`src/probe_capture_regs.vh`:
```
// register indices, field positions and reset values of the touch-probe capture unit
`ifndef PROBE_CAPTURE_REGS_VH
`define PROBE_CAPTURE_REGS_VH

`define PROBE_CTRL_IDX        16'h60B8
`define PROBE_STAT_IDX        16'h60B9
`define PROBE1_RISE_POS_IDX   16'h60BA
`define PROBE1_FALL_POS_IDX   16'h60BB
`define PROBE2_RISE_POS_IDX   16'h60BC
`define PROBE2_FALL_POS_IDX   16'h60BD
`define PROBE1_RISE_CNT_IDX   16'h60D5
`define PROBE1_FALL_CNT_IDX   16'h60D6
`define PROBE2_RISE_CNT_IDX   16'h60D7
`define PROBE2_FALL_CNT_IDX   16'h60D7

// control word fields, per probe, relative to the probe's byte
`define CTRL_ENABLE_BIT       0
`define CTRL_CONT_BIT         1
`define CTRL_SRC_INDEX_BIT    2
`define CTRL_RISE_EN_BIT      4
`define CTRL_FALL_EN_BIT      5
// probe 2 fields sit one byte above probe 1, in both words
`define PROBE2_OFS            8
// status word fields, per probe, relative to the probe's byte
`define STAT_ENABLED_BIT      0
`define STAT_RISE_LATCHED_BIT 1
`define STAT_FALL_LATCHED_BIT 2

`define POS_RESET             32'h0000_0000
`define CNT_RESET             16'h0000
`define STAT_RESET            16'h0000

`endif

```
`src/touch_probe_position_capture.v`:
```
// touch-probe position capture with edge counters and status word
// Operation
// - a falling edge of probe 1 latches the signed 32-bit position into the probe 1 falling result.
// - a rising edge of probe 2 latches the signed 32-bit position into the probe 2 rising result.
// - a 16-bit read-only count, reset to zero, tracks probe 1 rising-edge latches.
// - a 16-bit read-only count, reset to zero, tracks probe 2 rising-edge latches.
// - a 16-bit read-only count, reset to zero, tracks probe 2 falling-edge latches.
// - each probe and each of its edges has an enable bit, and only enabled edges latch.
// - a trigger-mode bit picks single capture (once per enable) or continuous capture.
// - a source-select bit picks the probe input or the encoder index pulse as trigger.
// - the status word shows each probe's enable and its rising and falling latched flags.
`timescale 1ns/1ns
`include "probe_capture_regs.vh"

module touch_probe_position_capture (
    input  wire        i_clk,
    input  wire        i_rstn,
    input  wire [15:0] i_ctrl_word,
    input  wire [31:0] i_position,
    input  wire        i_probe1,
    input  wire        i_probe2,
    input  wire        i_index_pulse,
    output wire [15:0] o_status_word,
    output wire [31:0] o_probe1_rise_position,
    output wire [31:0] o_probe1_fall_position,
    output wire [31:0] o_probe2_rise_position,
    output wire [31:0] o_probe2_fall_position,
    output wire [15:0] o_probe1_rise_count,
    output wire [15:0] o_probe1_fall_count,
    output wire [15:0] o_probe2_rise_count,
    output wire [15:0] o_probe2_fall_count
);

////////////////////////////////////////////////////////////////////////////////
// synchronisers: pins pass two flops before any logic reads them

reg [2:0] sync1_q;
reg [2:0] sync2_q;
// third flop only keeps last cycle's level for the edge detectors
reg [2:0] prev_q;

always @(posedge i_clk or negedge i_rstn) begin
    if (!i_rstn) begin
        sync1_q <= 3'h0;
        sync2_q <= 3'h0;
        prev_q  <= 3'h0;
    end else begin
        sync1_q <= {i_index_pulse, i_probe2, i_probe1};
        sync2_q <= sync1_q;
        prev_q  <= sync2_q;
    end
end

////////////////////////////////////////////////////////////////////////////////
// per-probe trigger selection and edge qualification

wire [7:0] ctl1 = i_ctrl_word[7:0];
wire [7:0] ctl2 = i_ctrl_word[15:8];

// source mux: probe pin or encoder index pulse
function trig_now;
    input [7:0] ctl;
    input       pin;
    input       idx;
    begin
        trig_now = ctl[`CTRL_SRC_INDEX_BIT] ? idx : pin;
    end
endfunction

// trigger level now and one cycle back
wire t1_now  = trig_now(ctl1, sync2_q[0], sync2_q[2]);
wire t1_prev = trig_now(ctl1, prev_q[0], prev_q[2]);
wire t2_now  = trig_now(ctl2, sync2_q[1], sync2_q[2]);
wire t2_prev = trig_now(ctl2, prev_q[1], prev_q[2]);

// edges compare the synchronised level against the history flop
wire t1_rise = t1_now & ~t1_prev;
wire t1_fall = ~t1_now & t1_prev;
wire t2_rise = t2_now & ~t2_prev;
wire t2_fall = ~t2_now & t2_prev;

reg [15:0] stat_q;

// qualify an edge: probe on, edge enabled, and in single mode not yet latched
function qualify;
    input [7:0] ctl;
    input       edge_seen;
    input       edge_bit;
    input       latched;
    begin
        qualify = ctl[`CTRL_ENABLE_BIT] & ctl[edge_bit ? `CTRL_FALL_EN_BIT : `CTRL_RISE_EN_BIT]
                  & edge_seen & (ctl[`CTRL_CONT_BIT] | ~latched);
    end
endfunction

// edge selectors for the qualifier
localparam SEL_RISE = 1'b0;
localparam SEL_FALL = 1'b1;

wire p1_rise = qualify(ctl1, t1_rise, SEL_RISE, stat_q[`STAT_RISE_LATCHED_BIT]);
wire p1_fall = qualify(ctl1, t1_fall, SEL_FALL, stat_q[`STAT_FALL_LATCHED_BIT]);
wire p2_rise = qualify(ctl2, t2_rise, SEL_RISE, stat_q[`PROBE2_OFS + `STAT_RISE_LATCHED_BIT]);
wire p2_fall = qualify(ctl2, t2_fall, SEL_FALL, stat_q[`PROBE2_OFS + `STAT_FALL_LATCHED_BIT]);

////////////////////////////////////////////////////////////////////////////////
// result latches, counters and status

reg [31:0] p1_rise_pos_q;
reg [31:0] p1_fall_pos_q;
reg [31:0] p2_rise_pos_q;
reg [31:0] p2_fall_pos_q;
reg [15:0] p1_rise_cnt_q;
reg [15:0] p1_fall_cnt_q;
reg [15:0] p2_rise_cnt_q;
reg [15:0] p2_fall_cnt_q;
reg [15:0] stat_d;
reg [31:0] p1_rise_pos_d;
reg [31:0] p1_fall_pos_d;
reg [31:0] p2_rise_pos_d;
reg [31:0] p2_fall_pos_d;
reg [15:0] p1_rise_cnt_d;
reg [15:0] p1_fall_cnt_d;
reg [15:0] p2_rise_cnt_d;
reg [15:0] p2_fall_cnt_d;

wire probe1_on = ctl1[`CTRL_ENABLE_BIT];
wire probe2_on = ctl2[`CTRL_ENABLE_BIT];

// one more latch; a full count rolls over to zero instead of sticking at the top
function [15:0] count_up;
    input [15:0] cnt;
    begin
        count_up = cnt + 16'h0001;
    end
endfunction

// latched flag: set by a hit, kept only while the probe stays enabled
function flag_next;
    input enabled;
    input held;
    input hit;
    begin
        flag_next = enabled & (held | hit);
    end
endfunction

// latched flags clear while the probe is disabled, which re-arms single mode;
// an edge in the same cycle cannot occur since it needs the enable
always @* begin
    // reserved bits stay zero
    stat_d = `STAT_RESET;
    stat_d[`STAT_ENABLED_BIT] = probe1_on;
    stat_d[`STAT_RISE_LATCHED_BIT] = flag_next(probe1_on, stat_q[`STAT_RISE_LATCHED_BIT], p1_rise);
    stat_d[`STAT_FALL_LATCHED_BIT] = flag_next(probe1_on, stat_q[`STAT_FALL_LATCHED_BIT], p1_fall);
    stat_d[`PROBE2_OFS + `STAT_ENABLED_BIT] = probe2_on;
    stat_d[`PROBE2_OFS + `STAT_RISE_LATCHED_BIT] =
        flag_next(probe2_on, stat_q[`PROBE2_OFS + `STAT_RISE_LATCHED_BIT], p2_rise);
    stat_d[`PROBE2_OFS + `STAT_FALL_LATCHED_BIT] =
        flag_next(probe2_on, stat_q[`PROBE2_OFS + `STAT_FALL_LATCHED_BIT], p2_fall);
end

// positions and counts hold unless a qualified edge arrives
always @* begin
    p1_rise_pos_d = p1_rise_pos_q;
    p1_fall_pos_d = p1_fall_pos_q;
    p2_rise_pos_d = p2_rise_pos_q;
    p2_fall_pos_d = p2_fall_pos_q;
    p1_rise_cnt_d = p1_rise_cnt_q;
    p1_fall_cnt_d = p1_fall_cnt_q;
    p2_rise_cnt_d = p2_rise_cnt_q;
    p2_fall_cnt_d = p2_fall_cnt_q;
    if (p1_rise) begin
        p1_rise_pos_d = i_position;
        p1_rise_cnt_d = count_up(p1_rise_cnt_q);
    end
    if (p1_fall) begin
        p1_fall_pos_d = i_position;
        p1_fall_cnt_d = count_up(p1_fall_cnt_q);
    end
    if (p2_rise) begin
        p2_rise_pos_d = i_position;
        p2_rise_cnt_d = count_up(p2_rise_cnt_q);
    end
    if (p2_fall) begin
        p2_fall_pos_d = i_position;
        p2_fall_cnt_d = count_up(p2_fall_cnt_q);
    end
end

// every result register reloads from its next value on each clock
always @(posedge i_clk or negedge i_rstn) begin
    if (!i_rstn) begin
        p1_rise_pos_q <= `POS_RESET;
        p1_fall_pos_q <= `POS_RESET;
        p2_rise_pos_q <= `POS_RESET;
        p2_fall_pos_q <= `POS_RESET;
        p1_rise_cnt_q <= `CNT_RESET;
        p1_fall_cnt_q <= `CNT_RESET;
        p2_rise_cnt_q <= `CNT_RESET;
        p2_fall_cnt_q <= `CNT_RESET;
        stat_q        <= `STAT_RESET;
    end else begin
        stat_q        <= stat_d;
        p1_rise_pos_q <= p1_rise_pos_d;
        p1_fall_pos_q <= p1_fall_pos_d;
        p2_rise_pos_q <= p2_rise_pos_d;
        p2_fall_pos_q <= p2_fall_pos_d;
        p1_rise_cnt_q <= p1_rise_cnt_d;
        p1_fall_cnt_q <= p1_fall_cnt_d;
        p2_rise_cnt_q <= p2_rise_cnt_d;
        p2_fall_cnt_q <= p2_fall_cnt_d;
    end
end

// outputs come straight from flops, so the master never reads a half-updated word
assign o_status_word          = stat_q;
assign o_probe1_rise_position = p1_rise_pos_q;
assign o_probe1_fall_position = p1_fall_pos_q;
assign o_probe2_rise_position = p2_rise_pos_q;
assign o_probe2_fall_position = p2_fall_pos_q;
assign o_probe1_rise_count    = p1_rise_cnt_q;
assign o_probe1_fall_count    = p1_fall_cnt_q;
assign o_probe2_rise_count    = p2_rise_cnt_q;
assign o_probe2_fall_count    = p2_fall_cnt_q;

endmodule // touch_probe_position_capture
```
`config.mk`:
```
export PLATFORM = sky130hd
export DESIGN_NAME = touch_probe_position_capture
export DESIGN_NICKNAME = d
export VERILOG_FILES = /design/src/touch_probe_position_capture.v
export VERILOG_INCLUDE_DIRS = /design/src
export SDC_FILE = /design/constraint.sdc
export NUM_CORES = 1
export LEC_CHECK = 0
export ABC_AREA = 1
export BUFFER_PORTS_ARGS = -buffer_cell sky130_fd_sc_hd__buf_2
export CORE_ASPECT_RATIO = 1.4
export CORE_MARGIN = 5
export CORE_UTILIZATION = 45
export DETAILED_ROUTE_END_ITERATION = 10
export PLACE_DENSITY = 0.71
export SLEW_MARGIN = 40
export SYNTH_ARGS = -nofsm -noshare
export SYNTH_HDL_FRONTEND = slang
export SYNTH_SLANG_ARGS = --single-unit
```
`constraint.sdc`:
```
create_clock -name i_clk -period 2 [get_ports i_clk]
set_input_delay 0.1 -clock i_clk [delete_from_list [all_inputs] [get_ports i_clk]]
set_output_delay 0.1 -clock i_clk [all_outputs]
set_load 0.02 [all_outputs]
```
# After elaboration in Yosys (flattened, before gate mapping)
# Index checks and enable logic that the tools add are counted.
# classes
mux,4
n_bitwise,36
addsub,4
# ops
cell,count
adder 16 x 1 -> 16 bit (second input constant),4
AND 1 bit,20
inverter 1 bit,8
OR 1 bit,8
two-way mux 1 bit,4
# totals
word_cells,56
regBits,207
output_inout_bits,208
inputBits,53

# Longest topological paths before layout
# Gate-level depths: netlist (run 1).
# depth
ltp_word,7
depth_mapped,9

# Worst setup path before layout (run 1)
# No wires, ideal clock.
# synth_path
kind,reg-to-reg
startpoint,register p2_rise_cnt_q[0] (netlist: o_probe2_rise_count[0])
endpoint,register p2_rise_cnt_q[10] (netlist: o_probe2_rise_count[10])
stages_incl_launch_ff,9
n_path_buf,0
t_arrival_ns,1.341
slack_ns,0.541
t_required_ns,1.883
synth_period_minus_slack_ns,1.459
cell_sequence,dfrtp_1 -> ha_1 -> nand3_1 -> nor2_1 -> inv_1 -> nor2_1 -> nand2_1 -> nand2_1 -> nand2_1
# synth_between
elab_chain_len,1
# synth_rtl
item,line_no,rtl
start: declaration,touch_probe_position_capture.v:114,reg [15:0] p2_rise_cnt_q;
start signal: assignment,touch_probe_position_capture.v:199,p2_rise_cnt_q <= `CNT_RESET;
start signal: assignment,touch_probe_position_capture.v:210,p2_rise_cnt_q <= p2_rise_cnt_d;
adder 16 x 1 -> 16 bit,touch_probe_position_capture.v:133,count_up = cnt + 16'h0001;
# Every way passes these cells.
# A chain may end at the register's enable or synchronous reset.

# Worst setup path after layout (run 1)
# layout_path
startpoint,register stat_q[1] (netlist: o_status_word[1])
endpoint,register p1_rise_pos_q[7] (netlist: o_probe1_rise_position[7])
# layout_between
elab_chain_len,3
# layout_rtl
item,line_no,rtl
start: declaration,touch_probe_position_capture.v:82,reg [15:0] stat_q;
start signal: assignment,touch_probe_position_capture.v:201,stat_q <= `STAT_RESET;
start signal: assignment,touch_probe_position_capture.v:203,stat_q <= stat_d;
inverter 1 bit,touch_probe_position_capture.v:92,& edge_seen & (ctl[`CTRL_CONT_BIT] | ~latched);
OR 1 bit,touch_probe_position_capture.v:92,
AND 1 bit,touch_probe_position_capture.v:91,qualify = ctl[`CTRL_ENABLE_BIT] & ctl[edge_bit ? `CTRL_FALL_EN_BIT : `CTRL_RISE_EN_BIT]
end signal: assignment,touch_probe_position_capture.v:193,p1_rise_pos_q <= `POS_RESET;
end signal: assignment,touch_probe_position_capture.v:204,p1_rise_pos_q <= p1_rise_pos_d;
end: declaration,touch_probe_position_capture.v:108,reg [31:0] p1_rise_pos_q;
# Every way passes these cells.

==> metrics.md, run 1 <==
| Metric | Value |
|---|---|
| Ys async rst share | 100% |
| Mean routed wirelength per cell | 14.6 um |
| Cell area after synthesis | 8940 sq um |
| Crit path launch type | flop |
| Cells after synthesis | approximately 1.0k |
| Syn avg cell area | between 8 and 9 sq um |
| CP Data Required Time | between 2 and 2.5 ns |
| Total CTS buffers | 21 |
| Critical-path cell list | a21oi_2 > nand3_4 > buf_4 > o21ai_0 |
| Max cap viols | 0 |
| Switch Pwr | between 3 and 4 mW |
| Pre-Repair DR Iteration Count | 5 |
| Reg2Reg Setup Slack | roughly 0.37 ns |
| Unrepaired setup endpoints after global routing | false |
| Dpl ws | just over 0.3 ns |
| Pwr Total | 12.4 mW |
| Final Critical Period | between 1.5 and 2 ns |
| Routed WL | 23.0 mm |
| Number of global-route vias before repair | around 7.5k |
| Slowest cell on the critical path | dfrtp_1 |
| Main synth FF type | dfrtp_1 |
| Worst Tran Pin Value | 0.523 ns |
| Total leakage power | 6.08 nW |
| Post-synthesis mux area share | 0% |
| Area share of and/or/nand/nor cells after synthesis | around a quarter |
| Largest family of logic cells by synthesized area | simple AND/OR/NAND/NOR gates |
| Final Hold Vio Count | 0 |
| Site row count | 61 |
| Layout cells sized above 1 | approximately a quarter |
| Post-route setup slack | around 0.37 ns |
| H-tree level count | 1 |
| Cell Int Power | between 8 and 9 mW |
| Root Driver | clkbuf_16 |
| First-pass GRT wire length | around 38 mm |
| Clock transition at path regs | approximately 0.060 ns |
| CP Capture Type | flop |
| Crit-path leading delay family | compound AO/OA/AOI/OAI gates |
| CTS sink cnt | around 210 |
| # DRC | 0 |
| Critical Setup Path Class | flop to flop |
| Clk_skew | between 0.015 and 0.02 ns |
| Number of synthesized flops with an enable pin | 0 |
| Nets | roughly 1.4k |
| Synth Area in Adders | less than 1% |
| Final antenna-violating net count | 0 |
| Max_slew headroom | 65.1% |
| Max incr delay on CP | about 0.40 ns |
| Hold slack final | about 0.15 ns |
| Util after Layout | 58.2% |
| Max Slew Vio Count | 0 |
| CTS max path bufs | 3 |
| CP max FO | 40 |
| Initial antenna violation count | 1 |
| Area growth syn-to-layout | 28.2% |
| Synth cell types | 28 |
| Dpl cells | 1504 |
| Clock power share | between 30% and 40% |
| HPWL Detailed | 16.5 mm |
| Placed Area | roughly 10000 sq um |
| Vias | between 7k and 8k |
| Combinational power share | 24.0% |
| Post-CTS Setup Bufs | 0 |
| Post-route cell area | 11500 sq um |
| Max VDD drop | 0.680 mV |
| Post-Layout Cell Count | 1577 |
| Initial Util | ~45% |
| GRT Util Overall | 20.1% |
| Status | completed |
| Worst-Skew Late Latency | 0.49 ns |
| Reg power frac | between 40 and 50% |
| Die area | between 20000 and 25000 sq um |
| CTS tree | done |
| Vias per std cell | roughly 4.9 |
| Fmax | just over 600 MHz |
| Number of synthesized register bits | just over 200 |
| Switching share of power | between 30% and 40% |
| Setup violators final | 0 |
| Post-synthesis xor/xnor area fraction | 1.76% |
| Power per cell area | 1080 nW/um^2 |
| Die span in y | between 150 and 200 um |
| Period Utilization, post-route | 81.6% |
| Hold Crit Class | input port to async pin |
| Initial DRC count | around 480 |
| Routability congestion estimate | between 0.8 and 0.9 |
| Post-synthesis compound-gate area fraction | a little under a tenth |
| Worst path arrival time | slightly above 2 ns |
| Synth warnings | 0 |
| Largest net degree at the start of global routing | 64 |
| Grt total ovfl | 0 |
| IO Pins | 261 |
| Buffers on Ports | 244 |
| Die W | 129 um |
| Core footprint | between 15000 and 20000 sq um |
| Post-synthesis sequential area ratio | between 50% and 60% |
| CP Buf/Inv Count | 1 |
| Setup TNS | 0 ns |
[metal layers]
metal  track usage (%)  up-vias  wire (um)
met5                 0        -          0
met4              8.06        0        799
met3              3.02       48       1490
met2              35.9      239      11800
met1              24.1     3644       8910
li1                  -     3801          -
[area by class of cell]
cell class                      instances  area [sq um]
Timing Repair Buffer                  298          1760
Fill cell                            1742          8230
Antenna cell                            1          2.50
Multi-Input combinational cell        688          3150
Inverter                               97           367
Clock inverter                          5           104
Clock buffer                           29           596
Sequential cell                       207          5180
Tap cell                              252           315
[final timing paths]
path / start / endpoint / depth (start not counted)
setup / recovery: o_status_word[1] / o_probe1_rise_position[7] / 4
hold / removal: i_rstn / o_probe2_fall_position[24] / 2
setup reg to reg: o_status_word[1] / o_probe1_rise_position[7] / 4
hold reg to reg: sync1_q[1] / sync2_q[1] / 0
max in group asynchronous: i_rstn / o_probe1_fall_count[9] / 3
min in group i_clk: i_ctrl_word[12] / o_status_word[9] / 5
[synth_stat cells (all sizes together) (2+ instances only)]
cell type | n | area [sq um]
a21oi | 4 | 31.3
buf | 34 | 257
clkbuf | 10 | 37.5
dfrtp | 207 | 5180
ha | 4 | 50.1
inv | 97 | 367
nand2 | 378 | 1420
nand3 | 44 | 248
nand3b | 8 | 60.1
nand4 | 15 | 93.8
nor2 | 55 | 246
nor3 | 3 | 15.0
o21a | 2 | 15.0
o21ai | 147 | 762
xnor2 | 18 | 158
[repair_timing]
action                    4_1_cts  5_1_grt
gates resized for setup         0        0
hold buffers                   38        0
hold endpoints to repair      192        0
[sequential cells by signal (all words and copies together) (netlist names)]
| name | flops |
|---|---|
| o_probe1_fall_count | 16 |
| o_probe2_fall_count | 16 |
| o_probe1_fall_position | 32 |
| o_probe2_rise_position | 32 |
| o_probe2_rise_count | 16 |
| sync1_q | 3 |
| prev_q | 3 |
| sync2_q | 3 |
| o_probe1_rise_count | 16 |
| o_status_word | 6 |
| o_probe2_fall_position | 32 |
| o_probe1_rise_position | 32 |
[cells by family (layout without fill, tap and decap cells)]
kind of cell,after synthesis,count (layout)
simple gates,503,503
flops,207,207
compound gates,153,153
buf+inv,141,429
xor+xnor,18,18
fa+ha+maj,4,4
other cells,1,11
[layout by cell type (no fill, tap or decap), drive strengths merged, types with 3 or more instances in the layout]
cell type	count
nor3	3
ha	4
conb	10
nand3	44
nand4	15
buf	259
clkbuf	30
a21oi	4
inv	98
bufinv	3
o21ai	147
xnor2	18
dfrtp	207
nand3b	8
dlygate4sd3	38
nand2	378
nor2	55
[power by group through the flow]
| stage | clock network (mW) | registers (mW) | logic [mW] |
|---|---|---|---|
| after floorplan | 0 | 6.40 | 0.820 |
| after global placement | 0 | 5.47 | 2.89 |
| after detailed placement | 0 | 5.49 | 2.95 |
| after CTS | 4.12 | 5.43 | 3.02 |
| after global routing | 4.28 | 5.53 | 3.25 |
| final | 4.00 | 5.43 | 2.98 |
(Power assumes the default switching activity.)
==> run 2, diff against run 1 <==
- ABC_AREA: 1 -> 0
- PLACE_DENSITY: 0.71 -> 0.74
- clock period: 2 -> 1.4 ns (I/O delays scaled with it)
==> run 2 against run 1 <==
Compared with the run above: the flow now finishes with violations (setup timing); global-route usage grew 1.4 points; maximum frequency shrank 12%; sequential share of layout area shrank 4.4 points; via count shrank 21%; clock-buffer cell count shrank 2; setup slack lost 0.82 ns; die area shrank 5.9%; largest cell class unchanged.
==> metrics.md, run 2 <==
| Metric | Value |
|---|---|
| CP Depth | 5 (+1) |
| Unrepaired setup endpoints after global routing | true |
| First-pass GRT wire length | 37.2 mm (-0.70%) |
| Initial antenna violation count | 0 (-1) |
| CP max FO | 34 (-15%) |
| Critical Setup Path Class | flop to flop |
| Top cell types by occurrence after synthesis | dfrtp_1, mux2_2, xnor2_1 |
| Antenna Cells | 0 (-1) |
| Post-route setup slack | -0.456 ns (-0.823 ns) |
| Max VDD drop | 1.19 mV (+75%) |
| Worst path arrival time | 2.28 ns (+0.25 ns) |
| Fillcell total | 1276 (-27%) |
| Total CTS buffers | 22 (+4.8%) |
| Clk_skew | 0.00954 ns (-0.00984 ns) |
| CP Data Required Time | 1.82 ns (-0.58 ns) |
| Total leakage power | 6.48 nW (+6.6%) |
| Site row count | 59 (-3.3%) |
| Die W | 125 um (-2.9%) |
| Max incr delay on CP | 0.52 ns (+0.12 ns) |
| Setup violators final | 196 (+196) |
| GRT Util Overall | 21.5% (+1.4 points) |
| CTS max path bufs | 3 (unchanged) |
| Most frequent cells in the layout | buf_2, dfrtp_1, mux2_4, buf_4, xnor2_1 |
| Critical path launch point | prev_q[2] |
| Synth cell types | 39 (+39%) |
| Final Hold Vio Count | 0 (unchanged) |
| Die area | 21500 sq um (-5.9%) |
| Syn avg cell area | 14.7 sq um (+68%) |
| Combinational power share | 30.4% (+6.4 points) |
| Most common cell after layout, fill and taps aside | buf_2 |
| Number of synthesized flops with an enable pin | 0 (unchanged) |
| Largest net degree at the start of global routing | 45 (-30%) |
| Mean routed wirelength per cell | 20.0 um (+37%) |
| Main synth FF type | dfrtp_1 |
| Hold Crit Class | input port to async pin |
| Final Critical Period | 1.86 ns (+0.223 ns) |
| Area leader, netlist | dfrtp_1 |
| Synth top area share | 61.8% (+3.9 points) |
| Area growth syn-to-layout | 51.8% |
| Die span in y | 171 um (-3.0%) |
| Clock transition at path regs | 0.06 ns (about the same) |
| FF-to-FF Start | prev_q[2] |
| Power per cell area | 1550 nW/um^2 (+43%) |
| Hold slack final | 0.0748 ns (-0.0791 ns) |
| Fmax | 539 MHz (-12%) |
| Final antenna-violating net count | 0 (unchanged) |
| Switching share of power | 32.3% (+0.23 points) |
| Initial DRC count | 260 (-45%) |
| Worst Setup EP | o_probe1_rise_count[14] |
| Post-route cell area | 12700 sq um (+11%) |
| Top-count cell post-synth | dfrtp_1 |
| HPWL Detailed | 15.0 mm (-9.4%) |
| Crit-path leading delay family | simple AND/OR/NAND/NOR gates |
| Cells after synthesis | 572 (-44%) |
| CTS sink cnt | 207 (unchanged) |
| Cell area after synthesis | 8380 sq um (-6.3%) |
| Switch Pwr | 6.35 mW (+60%) |
| Reg2reg path depth | 5 (+1) |
| Routed WL | 24.1 mm (+4.8%) |
| # DRC | 0 (unchanged) |
| Clock power share | 28.7% (-3.5 points) |
| Crit path launch type | flop |
| Number of global-route vias before repair | 6627 (-12%) |
| FF-to-FF End | o_probe1_rise_count[14] |
| Largest cells by area after synthesis | dfrtp_1, mux2_2, xnor2_1, mux2_4, nand4_1 |
| Status | complete, but fails checks |
| Worst-Skew Late Latency | 0.50 ns (about the same) |
| Ys async rst share | 100% (unchanged) |
| Root Driver | clkbuf_16 |
| Core footprint | 18500 sq um (-6.3%) |
| Failing checks | setup timing |
| Period Utilization, post-route | 133% (+51 points) |
| Post-Layout Cell Count | 1204 (-24%) |
| Vias | 6099 (-21%) |
| CP Buf/Inv Count | 1 (unchanged) |
| Initial Util | 45.4% (about the same) |
| Layout cells sized above 1 | 58.2% (+34 points) |
| Slowest cell on the critical path | or4_4 |
| Grt total ovfl | 0 (unchanged) |
| IO Pins | 261 (unchanged) |
| Post-synthesis sequential area ratio | 61.8% (+3.9 points) |
| Pre-Repair DR Iteration Count | 5 (unchanged) |
| Cell Int Power | 13.3 mW (+58%) |
| CP Capture Type | flop |
| Nets | 1002 (-27%) |
| Reg2Reg Setup Slack | -0.46 ns (-0.82 ns) |
| Number of synthesized register bits | 207 (unchanged) |
| Placed Area | 10900 sq um (+4.7%) |
| Critical-path cell list | mux2_4 > or4_4 > buf_12 > nor3_2 > xor2_1 |
| Reg power frac | 40.8% (-3.0 points) |
| Synth warnings | 0 (unchanged) |
| Dpl cells | 1101 (-27%) |
| H-tree level count | 1 (unchanged) |
| Buffers on Ports | 244 (unchanged) |
| Max Slew Vio Count | 0 (unchanged) |
| Routability congestion estimate | 0.779 (-6.1%) |
| CTS tree | done |
| Max cap viols | 0 (unchanged) |
| Vias per std cell | 5.07 (+3.3%) |
## run 2: cell count changes after synthesis, sizes merged, moves of 7 or more
cell	before	now
xor2	0	8
o21ai	147	0
and3	0	13
nor2	55	6
nand2	378	24
nand3	44	26
and4	0	8
mux2	0	132
nand3b	8	1
nand4	15	26
buf	34	27
inv	97	3
xnor2	18	52
## run 2: worst min-delay path by stage
stage                              endpoint  slack, ns  depth (start not counted)
global placement    o_probe2_rise_count[12]       0.03                          1
detailed placement  o_probe2_rise_count[12]       0.03                          1
CTS                 o_probe2_rise_count[14]       0.08                          2
finish              o_probe2_rise_count[15]       0.07                          2
global route        o_probe2_rise_count[15]       0.09                          2
floorplan            o_probe1_fall_count[0]      -0.23                          0
## run 2: area by class of cell
type / count / area (sq um) / share of cell area [%]
repair buffers: 374 / 2820 / 22.1
clock inverters: 12 / 93.8 / 0.738
well taps: 244 / 305 / 2.40
flip-flops and latches: 207 / 5180 / 40.7
clock buffers: 27 / 611 / 4.80
inverters: 3 / 11.3 / 0.0885
multi-input cells: 337 / 3700 / 29.1
## run 2: through the flow
stage	setup WS [ns]	setup TNS, ns	power [mW]	util [%]
3_3_place_gp	-0.425	-52.83	13.5	58.9
5_1_grt	-0.529	-73.89	20.5	68.9
2_1_floorplan	-0.450	-41.86	11.4	-
3_5_place_dp	-0.446	-57.71	13.7	58.9
6_report	-0.456	-62.47	19.7	68.9
4_1_cts	-0.454	-66.81	19.7	67.8
## run 2: cell families after synthesis
group	Yosys count	share of synthesized area (%)
compound gates	6	0.731
flops	207	61.8
other cells	1	0.0447
buf+inv	37	3.02
simple gates	124	8.52
fa+ha+maj	4	0.597
xor+xnor	60	6.27
mux	133	19.0
## run 2: power by group through the flow
stage          registers [mW]  clock network [mW]  logic [mW]
3_5_place_dp             8.05                   0        5.64
6_report                 8.03                5.65        5.99
5_1_grt                  8.15                6.04        6.31
4_1_cts                  8.00                5.79        5.96
2_1_floorplan            9.52                   0        1.90
3_3_place_gp             8.02                   0        5.49
## run 2: timing repair
action                     4_1_cts  5_1_grt
hold buffers                    38        0
cloned                          10        4
hold endpoints to repair       344        0
setup endpoints to repair      196      196
gates resized for setup         48       27
buffers inserted                12        4
pin swaps                       43       31
## run 2: metal layers
metal / global-route usage (%) / part of all wire [%] / up-vias
met5: 0 / 0 / -
met4: 7.55 / 2.9 / 0
met3: 4.35 / 5.3 / 46
met2: 38.8 / 52 / 199
met1: 25.6 / 40 / 3113
li1: - / - / 2741
